==> config.mk <==
export PLATFORM = sky130hd
export DESIGN_NAME = mlic_core
export DESIGN_NICKNAME = d
export VERILOG_FILES = /design/src/verilog/mlic_pkg.sv /design/src/verilog/mlic_core.sv
export VERILOG_INCLUDE_DIRS = /design/src /design/src/verilog
export SDC_FILE = /design/constraint.sdc
export NUM_CORES = 1
export LEC_CHECK = 0
export BUFFER_PORTS_ARGS = -buffer_cell sky130_fd_sc_hd__buf_2
export CORE_MARGIN = 1.5
export CORE_UTILIZATION = 40
export CTS_CLUSTER_SIZE = 25
export DETAILED_ROUTE_END_ITERATION = 6
export PLACE_DENSITY = 0.62
export SYNTH_ARGS = -nofsm -noshare
export SYNTH_HDL_FRONTEND = slang
export SYNTH_SLANG_ARGS = --single-unit
==> constraint.sdc <==
create_clock -name clk_i -period 6.7 [get_ports clk_i]
set_clock_uncertainty 0.05 [all_clocks]
set_input_delay 1.34 -clock clk_i [delete_from_list [all_inputs] [get_ports clk_i]]
set_output_delay 1.34 -clock clk_i [all_outputs]
set_load 0.03 [all_outputs]
==> src/verilog/mlic_cfg.svh <==
// Purpose: constants for the multilevel interrupt controller core
// Assumes: 100 MHz clock, classic wishbone register access
// Notes:   offsets are register indices; byte address is four times the index
`ifndef MLIC_CFG_SVH
`define MLIC_CFG_SVH

`define MLIC_IDX_STATUS      2'h0
`define MLIC_IDX_LASTVEC     2'h1
`define MLIC_IDX_SETUP       2'h2
`define MLIC_IDX_CCPKEY      2'h3
`define MLIC_CCP_SIGNATURE   8'hD8
`define MLIC_CCP_WINDOW      3'h4
`define MLIC_BIT_ROTATE      7
`define MLIC_BIT_VSEL        6
`define MLIC_BIT_HIGH        2
`define MLIC_BIT_MED         1
`define MLIC_BIT_LOW         0
`define MLIC_BIT_NMI_EX      7
`define MLIC_SETUP_RESET     8'h00
`define MLIC_LASTVEC_RESET   8'h00
`define MLIC_RESET_ADDR      16'h0000
`define MLIC_VEC_OFFSET      16'h0002
`define MLIC_LVL_OFF         2'h0
`define MLIC_LVL_LOW         2'h1
`define MLIC_LVL_MED         2'h2
`define MLIC_LVL_HIGH        2'h3

`endif

==> src/verilog/mlic_pkg.sv <==
// Purpose: types for the multilevel interrupt controller core
// Assumes: nothing beyond the cfg header
// Notes:   carrier structs for core-side handshake
package mlic_pkg;

   typedef enum logic [1:0] {
      MLIC_IDLE = 2'h0,
      MLIC_OFFER = 2'h1,
      MLIC_WAIT = 2'h3
   } mlic_state_t;

   typedef struct packed {
      logic        valid;
      logic        nmi;
      logic [1:0]  level;
      logic [7:0]  vector;
   } mlic_grant_t;

   typedef struct packed {
      logic        nmi_ex;
      logic        high_ex;
      logic        med_ex;
      logic        low_ex;
   } mlic_exec_t;

endpackage

==> src/verilog/mlic_core.sv <==
// Purpose: priority and scheduling core of a three-level interrupt controller
// Assumes: request inputs come from logic on clk_i; the core gives one-cycle
//          ack and return_from_interrupt pulses; source index equals vector number
// Notes:   registers over classic wishbone, one 32-bit word per register
//
// The Wishbone register port was left to the implementer.
`include "mlic_cfg.svh"

module mlic_core
   import mlic_pkg::*;
#(
   parameter int NSRC = 16,
   parameter int NNMI = 2,
   parameter logic [15:0] BOOT_ADDR = 16'h1000
) (
   // clock and reset
   input  wire logic                 clk_i,
   input  wire logic                 rst_i,
   input  wire logic                 ce_i,
   // wishbone slave
   input  wire logic                 cyc_i,
   input  wire logic                 stb_i,
   input  wire logic                 we_i,
   input  wire logic [3:0]           adr_i,
   input  wire logic [3:0]           sel_i,
   input  wire logic [31:0]          dat_i,
   output logic      [31:0]          dat_o,
   output logic                      ack_o,
   // request sources
   input  wire logic [NSRC*2-1:0]    req_level_i,
   input  wire logic [NNMI-1:0]      nmi_req_i,
   input  wire logic                 boot_reset_fuse_i,
   // processor core side
   input  wire logic                 core_ack_i,
   input  wire logic                 return_from_interrupt_i,
   output logic                      irq_o,
   output logic      [7:0]           vector_o,
   output logic                      vector_nmi_o,
   output logic      [15:0]          vector_address_o,
   output logic      [15:0]          reset_address_o,
   output logic      [3:0]           executing_o
);

   // ***************************************************
   // registers
   // ***************************************************
   logic [7:0]  setup_reg;
   logic [7:0]  last_low_vector_reg;
   mlic_exec_t  exec_reg;
   logic [2:0]  ccp_cnt_reg;
   logic [NSRC*2-1:0] lvl_reg;
   logic [NNMI-1:0]   nmi_reg;
   logic        fuse_reg;
   // second stage of the fuse synchroniser: the fuse pin is not on clk_i
   logic        fuse_sync_reg;
   logic        ack_reg;
   logic [31:0] dat_reg;
   mlic_grant_t grant_reg;
   logic [15:0] rst_addr_reg;

   // gated level enables: registered copy lags the setup register by one cycle
   logic [2:0]  lvl_en_reg;

   // ***************************************************
   // arbitration
   // ***************************************************
   // first set bit at or after start, scanning circularly
   function automatic logic [8:0] pick(input logic [NSRC-1:0] m, input logic [7:0] start);
      logic [8:0] r;
      int         k;
      r = 9'h000;
      for (int i = NSRC - 1; i >= 0; i--) begin
         k = (int'(start) + i) % NSRC;
         if (m[k]) begin
            r = {1'b1, 8'(k)};
         end
      end
      return r;
   endfunction

   logic [NSRC-1:0] pend_hi;
   logic [NSRC-1:0] pend_med;
   logic [NSRC-1:0] pend_lo;
   always_comb begin
      for (int i = 0; i < NSRC; i++) begin
         pend_hi[i]  = lvl_reg[2*i +: 2] == `MLIC_LVL_HIGH;
         pend_med[i] = lvl_reg[2*i +: 2] == `MLIC_LVL_MED;
         pend_lo[i]  = lvl_reg[2*i +: 2] == `MLIC_LVL_LOW;
      end
   end

   wire        rot_on = setup_reg[`MLIC_BIT_ROTATE];
   // rotation start is one past the last acknowledged low vector
   wire [7:0]  lo_start = rot_on ? 8'((int'(last_low_vector_reg) + 1) % NSRC) : 8'h00;
   // fixed scan from zero for nmi, high, medium
   wire [8:0]  win_nmi = pick(NSRC'(nmi_reg), 8'h00);
   wire [8:0]  win_hi  = pick(pend_hi & {NSRC{lvl_en_reg[2]}}, 8'h00);
   wire [8:0]  win_med = pick(pend_med & {NSRC{lvl_en_reg[1]}}, 8'h00);
   wire [8:0]  win_lo  = pick(pend_lo & {NSRC{lvl_en_reg[0]}}, lo_start);

   // only a level above the highest executing one may preempt
   wire        ok_nmi = win_nmi[8] && !exec_reg.nmi_ex;
   wire        ok_hi  = win_hi[8] && !exec_reg.nmi_ex && !exec_reg.high_ex;
   wire        ok_med = win_med[8] && !exec_reg.nmi_ex && !exec_reg.high_ex
                        && !exec_reg.med_ex;
   wire        ok_lo  = win_lo[8] && !(|exec_reg);

   // level first, then priority inside the level
   mlic_grant_t cand;
   always_comb begin
      cand = '0;
      if (ok_nmi) begin
         cand = '{valid: 1'b1, nmi: 1'b1, level: `MLIC_LVL_HIGH, vector: win_nmi[7:0]};
      end else if (ok_hi) begin
         cand = '{valid: 1'b1, nmi: 1'b0, level: `MLIC_LVL_HIGH, vector: win_hi[7:0]};
      end else if (ok_med) begin
         cand = '{valid: 1'b1, nmi: 1'b0, level: `MLIC_LVL_MED, vector: win_med[7:0]};
      end else if (ok_lo) begin
         cand = '{valid: 1'b1, nmi: 1'b0, level: `MLIC_LVL_LOW, vector: win_lo[7:0]};
      end
   end

   // ***************************************************
   // vector placement
   // ***************************************************
   // vector base from vector-select bit
   wire [15:0] vec_base = setup_reg[`MLIC_BIT_VSEL] ? BOOT_ADDR + `MLIC_VEC_OFFSET
                                                    : `MLIC_VEC_OFFSET;
   wire [15:0] vec_addr_next = vec_base + {7'h00, cand.nmi, cand.vector};

   // ***************************************************
   // bus decode
   // ***************************************************
   wire        bus_req  = cyc_i && stb_i && !ack_reg;
   wire        bus_wr   = bus_req && we_i && sel_i[0];
   wire [1:0]  idx      = adr_i[3:2];
   wire        mapped   = adr_i[1:0] == 2'h0;
   wire        wr_setup = bus_wr && mapped && idx == `MLIC_IDX_SETUP;
   wire        wr_last  = bus_wr && mapped && idx == `MLIC_IDX_LASTVEC;
   wire        wr_key   = bus_wr && mapped && idx == `MLIC_IDX_CCPKEY;
   wire        unlocked = ccp_cnt_reg != 3'h0;

   logic [7:0] rd_byte;
   always_comb begin
      case (idx)
         `MLIC_IDX_STATUS:  rd_byte = {exec_reg.nmi_ex, 4'h0, exec_reg.high_ex,
                                       exec_reg.med_ex, exec_reg.low_ex};
         `MLIC_IDX_LASTVEC: rd_byte = last_low_vector_reg;
         `MLIC_IDX_SETUP:   rd_byte = setup_reg;
         `MLIC_IDX_CCPKEY:  rd_byte = {5'h00, ccp_cnt_reg};
         default:           rd_byte = 8'h00;
      endcase
   end
   wire [31:0] dat_next = (mapped && !we_i) ? {24'h000000, rd_byte} : 32'h00000000;

   // vector-select changes only while unlocked; reserved bits read zero
   wire [7:0]  setup_next = {dat_i[7], unlocked ? dat_i[6] : setup_reg[6],
                             3'h0, dat_i[2:0]};
   wire        take = grant_reg.valid && core_ack_i;

   // set on acknowledge; return clears highest active flag only
   mlic_exec_t exec_next;
   always_comb begin
      exec_next = exec_reg;
      if (return_from_interrupt_i) begin
         if (exec_reg.nmi_ex) begin
            exec_next.nmi_ex = 1'b0;
         end else if (exec_reg.high_ex) begin
            exec_next.high_ex = 1'b0;
         end else if (exec_reg.med_ex) begin
            exec_next.med_ex = 1'b0;
         end else begin
            exec_next.low_ex = 1'b0;
         end
      end
      // an acknowledge in the same cycle as a return wins for its own flag
      if (take) begin
         if (grant_reg.nmi) begin
            exec_next.nmi_ex = 1'b1;
         end else begin
            case (grant_reg.level)
               `MLIC_LVL_HIGH: exec_next.high_ex = 1'b1;
               `MLIC_LVL_MED:  exec_next.med_ex = 1'b1;
               `MLIC_LVL_LOW:  exec_next.low_ex = 1'b1;
               default:        exec_next.low_ex = exec_next.low_ex;
            endcase
         end
      end
   end

   // ***************************************************
   // sequential state
   // ***************************************************
   always_ff @(posedge clk_i) begin
      if (rst_i) begin
         setup_reg <= `MLIC_SETUP_RESET;
         last_low_vector_reg <= `MLIC_LASTVEC_RESET;
         exec_reg <= '0;
         ccp_cnt_reg <= 3'h0;
         lvl_reg <= '0;
         nmi_reg <= '0;
         fuse_reg <= 1'b1;
         fuse_sync_reg <= 1'b1;
         ack_reg <= 1'b0;
         dat_reg <= 32'h00000000;
         grant_reg <= '0;
         lvl_en_reg <= 3'h0;
         rst_addr_reg <= `MLIC_RESET_ADDR;
      end else if (ce_i) begin
         lvl_reg <= req_level_i;
         nmi_reg <= nmi_req_i;
         fuse_reg <= boot_reset_fuse_i;
         fuse_sync_reg <= fuse_reg;
         rst_addr_reg <= fuse_sync_reg ? `MLIC_RESET_ADDR : BOOT_ADDR;
         ack_reg <= bus_req;
         dat_reg <= bus_req ? dat_next : dat_reg;
         // enables act two cycles after the setup write
         lvl_en_reg <= setup_reg[2:0];
         if (wr_setup) begin
            setup_reg <= setup_next;
         end
         if (wr_key && dat_i[7:0] == `MLIC_CCP_SIGNATURE) begin
            ccp_cnt_reg <= `MLIC_CCP_WINDOW;
         end else if (unlocked) begin
            ccp_cnt_reg <= ccp_cnt_reg - 3'h1;
         end
         // capture acknowledged low vector only while rotation is on; a bus write loads it in either mode unless a capture falls in the same cycle
         if (take && !grant_reg.nmi && grant_reg.level == `MLIC_LVL_LOW && rot_on) begin
            last_low_vector_reg <= grant_reg.vector;
         end else if (wr_last) begin
            last_low_vector_reg <= dat_i[7:0];
         end
         exec_reg <= exec_next;
         // offer is re-evaluated every cycle until the core takes it
         grant_reg <= take ? '0 : cand;
      end
   end

   assign ack_o            = ack_reg;
   assign dat_o            = dat_reg;
   assign irq_o            = grant_reg.valid;
   assign vector_o         = grant_reg.vector;
   assign vector_nmi_o     = grant_reg.nmi;
   assign reset_address_o  = rst_addr_reg;
   assign executing_o      = exec_reg;

   logic [15:0] vaddr_reg;
   always_ff @(posedge clk_i) begin
      if (rst_i) begin
         vaddr_reg <= 16'h0000;
      end else if (ce_i) begin
         vaddr_reg <= take ? vaddr_reg : vec_addr_next;
      end
   end
   assign vector_address_o = vaddr_reg;

   // sources numbered below the offered vector; a fixed winner has none pending there
   wire [NSRC-1:0] below_cand = (NSRC'(1) << cand.vector) - NSRC'(1);
endmodule

==> results.toml, run 1 <==
[cts]
clockRootBuffer = "clkbuf_16"
cts_made_buffers = 9
clkTransAtPathRegs_ns = 0.07
cts.repair.resized = 0
cts.sinks = 84
cts_tree = "yes"
cts_buffer_depth = 2
clk_latency_ns = 0.34
cts_hold_buf = 0
htreeDepth = 3
post-cts-setup-buffers = 0

[critical_path]
crit_fanout = 15
cp.required_ns = 6.92
worst-setup-path-type = "reg2reg"
startpoint_type = "flip-flop"
arrival_ns = 5.90
end_kind = "flip-flop"

[synthesis]
ys_types = 88
yosys_warnings = 0
yosys.area.top_type_share_pct = 23.7
synthCells = 894
ys.flop_type = "dfxtp_1"
yosysSeqAreaShare_pct = 23.7
yosysTopAreaCell = "dfxtp_1"
netlist_area_um2 = 7100
synth-edff-count = 0
yosys-top-cells-area = "dfxtp_1 24%, mux2i_1 11%, buf_4 6.3%"
synth-seq-cells = 84
synth.avg_cell_area_um2 = 7.94
async_flop_share_pct = 0

[timing]
fin_crit_sh_pct = 84.7
max_freq_mhz = 176
setup_violations = 0
setup_tns_ns = 0
hold_viol_final = 0
period_needed_ns = 5.68
rsz0062_at_grt = "false"
slew_viol_final = 0
timing.slew.headroom_pct = 28.3
timing.hold.ws_ns = 0.405
tightestPinTransition_ns = 1.07

[detailed_routing]
drc = 0
wire_per_inst_um = 17.7
first_iter_violations = 581
vias_per_cell = 5.76
first_pass_iters = 5
antenna_left = 0
routed_wl_mm = 20.8
vias = 6785

[grt]
antenna_found_initial = 0
grt_pass1_wl_mm = 32.9
grt_pass1_vias = 6159
overflow = 0
grt_usage_pct = 22.4
grt_max_degree = 66

[die]
die_w_um = 136
die_area_um2 = 18600
core-area_um2 = 17300
start_util_pct = 41.1
io_pins = 162
rows = 48
die_y_um = 136

[power_and_ir_drop]
p_leak_nw = 3.36
ir_worst_vdd_v = 0.000123
power.density_nw_per_um2 = 166

[finish]
multi_input_area_um2 = 4920
seqCellArea_um2 = 1680
fin_nets = 1043
final_cell_mix = "99 x nor2_1, 85 x nand2_1, 84 x dfxtp_1, 82 x buf_2, 77 x mux2i_1"
fillCellCount = 1752
num_antenna_cells = 0
drive_gt1_share_pct = 16.6
final_common_cell = "nor2_1"
utilization_pct = 44.9
largest_register_ffs = 32
area_growth_pct = 9.43

[placement]
gp_congestion = 0.977
dp_hpwl_mm = 16.0
io_buffers = 82

[worst_hold_path]
hp-class = "reg2reg"

[flow_run]
maxCapViolCount = 0

[outcome]
outcome = "finished, final reports clean"
routing by layer:
metal	part of all wire (%)	global-route usage, %	wire [µm]	vias up
met3	5.6	2.50	1180	32
met2	45	35.4	9400	268
met1	47	31.8	9810	3237
met5	0	0	0	-
met4	2.1	6.97	443	0
li1	-	-	-	3248
critical path, stage by stage (launching register included):
cell       delay [ns]
dfxtp_1          0.41
ha_1             0.19
xor2_1           0.31
nand2_1          0.43
inv_2            0.16
ha_1             0.23
inv_1            0.09
o21ai_0          0.21
mux2i_1          0.66
mux4_2           0.72
a2111oi_2        0.42
nand4_1          0.28
o311ai_4         0.44
a21oi_1          0.18
o41a_1           0.19
ha_1             0.23
mux2_1           0.27
a21oi_1          0.13
final cells by class:
class / count / share of cell area (%)
Sequential cell: 84 / 21.6
Tap cell: 225 / 3.62
Timing Repair Buffer: 93 / 6.34
Inverter: 21 / 1.05
Multi-Input combinational cell: 740 / 63.3
Clock inverter: 4 / 0.950
Clock buffer: 11 / 3.12
path summary, 6_finish.rpt:
| kind | start | slack (ns) | cells after the start | to |
|---|---|---|---|---|
| min | fuse_sync_reg$_SDFFE_PP1P_ | 0.41 | 1 | reset_address_o[12]$_SDFFE_PP0P_ |
| max reg2reg | last_low_vector_reg[1]$_SDFFE_PP0P_ | 1.02 | 17 | vector_address_o[3]$_SDFFE_PP0P_ |
| min reg2reg | fuse_sync_reg$_SDFFE_PP1P_ | 0.41 | 1 | reset_address_o[12]$_SDFFE_PP0P_ |
| max | last_low_vector_reg[1]$_SDFFE_PP0P_ | 1.02 | 17 | vector_address_o[3]$_SDFFE_PP0P_ |
per-stage QoR:
stage	instances	instance area [µm²]	power [mW]	setup WS, ns
after floorplan	945	7290	0.731	1.84
after global placement	1163	7450	0.759	1.17
after detailed placement	1163	7450	0.761	1.19
after CTS	1178	7770	1.29	1.13
after global routing	1178	7770	1.34	0.727
final	1178	7770	1.29	1.02
kinds of logic after synthesis:
family / share of synthesized area, %
multiplexers: 17.1
AND/OR/NAND/NOR: 24.1
buffers and inverters: 9.78
XOR/XNOR: 2.06
other: 0.0528
AO/OA/AOI/OAI: 21.3
flip-flops: 23.7
adder cells (fa/ha/maj): 1.94
power by group:
part           switching [mW]  internal, mW  total, mW
logic                   0.127        0.0719      0.199
registers              0.0292         0.523      0.553
clock network           0.201         0.335      0.536
total                   0.357         0.930       1.29
cells in the mapped netlist, types with 6 or more instances:
master	number
a211oi_1	12
a21oi_1	60
a22oi_1	12
a311oi_1	7
and2_1	8
buf_4	60
clkbuf_1	31
dfxtp_1	84
ha_1	11
inv_1	19
mux2_2	10
mux2i_1	77
mux4_2	12
nand2_1	85
nand2b_1	25
nand3_1	15
nand3b_1	15
nand4_1	6
nor2_1	99
nor2b_1	34
nor3_1	14
nor3b_1	6
nor4_1	7
o211ai_1	6
o21ai_0	38
o31ai_1	10
or3b_2	6
xnor2_1	7
Power figures use the tool's default switching activity.
==> run 2, diff against run 1 <==
--- a/config.mk
+++ b/config.mk
@@ -11,7 +11,7 @@
 export CORE_UTILIZATION = 40
 export CTS_CLUSTER_SIZE = 25
 export DETAILED_ROUTE_END_ITERATION = 6
-export PLACE_DENSITY = 0.62
+export PLACE_DENSITY = 0.64
 export SYNTH_ARGS = -nofsm -noshare
 export SYNTH_HDL_FRONTEND = slang
 export SYNTH_SLANG_ARGS = --single-unit
==> constraint.sdc (replaced) <==
create_clock -name clk_i -period 4.55 [get_ports clk_i]
set_clock_uncertainty 0.05 [all_clocks]
set_input_delay 0.91 -clock clk_i [delete_from_list [all_inputs] [get_ports clk_i]]
set_output_delay 0.91 -clock clk_i [all_outputs]
set_load 0.03 [all_outputs]
==> run 2 against run 1 <==
Against the previous run:
- die area unchanged
- worst setup slack got worse by 0.86 ns
- non-clock buffer count increased by 44
- critical endpoint unchanged
- core utilization increased by 2.3 points
- sequential power increased by 47%
- cell count increased by 3.8%
- critical path depth decreased by 3
- hold slack got worse by 0.011 ns
- global-route usage increased by 0.98 points
- highest routed layer unchanged
- register-to-register slack got worse by 0.86 ns
- fmax increased by 29%
==> results.toml, run 2 (same netlist as run 1, synthesis figures left out) <==
[outcome]
outcome = "finished, final reports clean"

[power_and_ir_drop]
p_leak_nw = 3.58
power.density_nw_per_um2 = 231
p_sw_mw = 0.528
pwr-share-seq_pct = 43.0
ir_worst_vdd_v = 0.000255
p_int_mw = 1.36
p_comb_share_pct = 15.5
p_clk_share_pct = 41.4
switching_share_pct = 27.9

[grt]
antenna_found_initial = 0
grt_usage_pct = 23.4
overflow = 0
grt_pass1_wl_mm = 34.0
grt_max_degree = 62
grt_pass1_vias = 6382

[critical_path]
crit_path_cell_trace = "ha_1 > buf_4 > nand2b_1 > a21oi_1 > or4_1 > mux4_2 > nor3_1 > nand4_1 > o311ai_4 > buf_4 > a2111oi_2 > a21oi_2 > mux2_1 > a21oi_1"
critPathLaunch = "last_low_vector_reg[0]$_SDFFE_PP0P_"
arrival_ns = 4.61
crit_path_max_incr_delay_ns = 0.53
worst-setup-path-type = "reg2reg"
startpoint_type = "flip-flop"
cp.required_ns = 4.77
crit_fanout = 15
rr_startpoint = "last_low_vector_reg[0]$_SDFFE_PP0P_"
end_kind = "flip-flop"
critical-path-slowest-cell = "mux4_2"

[cts]
htreeDepth = 3
cts_hold_buf = 0
clockRootBuffer = "clkbuf_16"
cts_tree = "yes"
clkTransAtPathRegs_ns = 0.06
clk_latency_ns = 0.34
cts.sinks = 84
cts_made_buffers = 9
cts_buffer_depth = 2

[detailed_routing]
routed_wl_mm = 21.6
vias_per_cell = 5.74
drc = 0
antenna_left = 0
wire_per_inst_um = 17.7
first_iter_violations = 590
first_pass_iters = 4
vias = 7015

[timing]
max_freq_mhz = 228
setup_violations = 0
tightestPinTransition_ns = 0.856
setup_tns_ns = 0
period_needed_ns = 4.39
hold_viol_final = 0
slew_viol_final = 0
timing.slew.headroom_pct = 42.9
fin_crit_sh_pct = 96.5

[worst_hold_path]
min_from = "fuse_sync_reg$_SDFFE_PP1P_"
hp-class = "reg2reg"

[finish]
num_antenna_cells = 0
final_area_um2 = 8160
final_common_cell = "nor2_1"
largest_register_ffs = 32
final_cell_mix = "99 x nor2_1, 84 x dfxtp_1, 83 x nand2_1, 82 x buf_2, 75 x mux2i_1"
area_growth_pct = 14.9
drive_gt1_share_pct = 21.1
fillCellCount = 1764
finalNonFillerCells = 1223
fin_nets = 1087

[die]
die_w_um = 136
die_area_um2 = 18600
rows = 48
io_pins = 162
core-area_um2 = 17300
start_util_pct = 41.1
die_y_um = 136

[placement]
place_inst = 1201
dpl-instance-area_um2 = 7740
gp_congestion = 0.976
dp_hpwl_mm = 16.6
io_buffers = 82

[flow_run]
maxCapViolCount = 0
run 2: cell count changes in the layout (fill, tap and decap cells not counted), moves of 2 or more:
cell	previous run	this run
o21ai_0	38	36
mux2i_1	77	75
a2111oi_0	4	2
nand2_2	0	2
clkinvlp_4	0	2
mux2i_2	1	3
nand2_1	85	83
buf_4	11	55
o21ai_1	2	4
run 2: power by group through the flow:
stage                     logic (mW)  registers, mW  clock network [mW]
final                          0.294          0.812               0.783
after global routing           0.327          0.817               0.823
after CTS                      0.292          0.810               0.792
after detailed placement       0.291          0.827                   0
after global placement         0.289          0.826                   0
after floorplan                0.258          0.818                   0
run 2: layout make-up:
cell class	instances	area [µm²]	area share (%)
Clock buffer	11	233	2.85
Clock inverter	5	83.8	1.03
Inverter	21	81.3	0.996
Multi-Input combinational cell	740	4980	61.0
Sequential cell	84	1680	20.6
Tap cell	225	282	3.45
Timing Repair Buffer	137	823	10.1
run 2: final timing paths:
kind	to	slack, ns	cells after the start
worst min-delay path	reset_address_o[12]$_SDFFE_PP0P_	0.39	1
worst max register to register	vector_address_o[3]$_SDFFE_PP0P_	0.16	14
worst min register to register	reset_address_o[12]$_SDFFE_PP0P_	0.39	1
worst max-delay path	vector_address_o[3]$_SDFFE_PP0P_	0.16	14
run 2: routing by layer:
layer  global-route usage, %  up-vias  share of wire, %
met2                    36.4      312                45
met3                    4.10       45               7.0
met5                       0        -                 0
li1                        -     3358                 -
met1                    32.2     3300                45
met4                    8.63        0               2.8
run 2: per-stage QoR:
stage | utilization [%] | power (mW) | setup WS [ns] | hold WS, ns
2_1_floorplan | - | 1.08 | 0.00160 | 0.358
3_3_place_gp | 44.8 | 1.11 | 0.153 | 0.377
3_5_place_dp | 44.8 | 1.12 | 0.0872 | 0.383
4_1_cts | 46.6 | 1.89 | 0.0670 | 0.397
5_1_grt | 47.2 | 1.97 | -0.0158 | 0.428
6_report | 47.2 | 1.89 | 0.159 | 0.395
run 2: critical path: cells and delay by family (launching register included):
family | cells | cell delay, ns
flops | 1 | 0.32
mux | 2 | 0.88
compound gates | 5 | 0.97
fa+ha+maj | 1 | 0.32
buf+inv | 2 | 0.39
simple gates | 4 | 1.39
run 2: timing repair:
action,in CTS,in global routing
endpoints found under the hold margin,0,0
gates resized for setup,0,13
setup endpoints to repair,0,2
buffers inserted,0,6
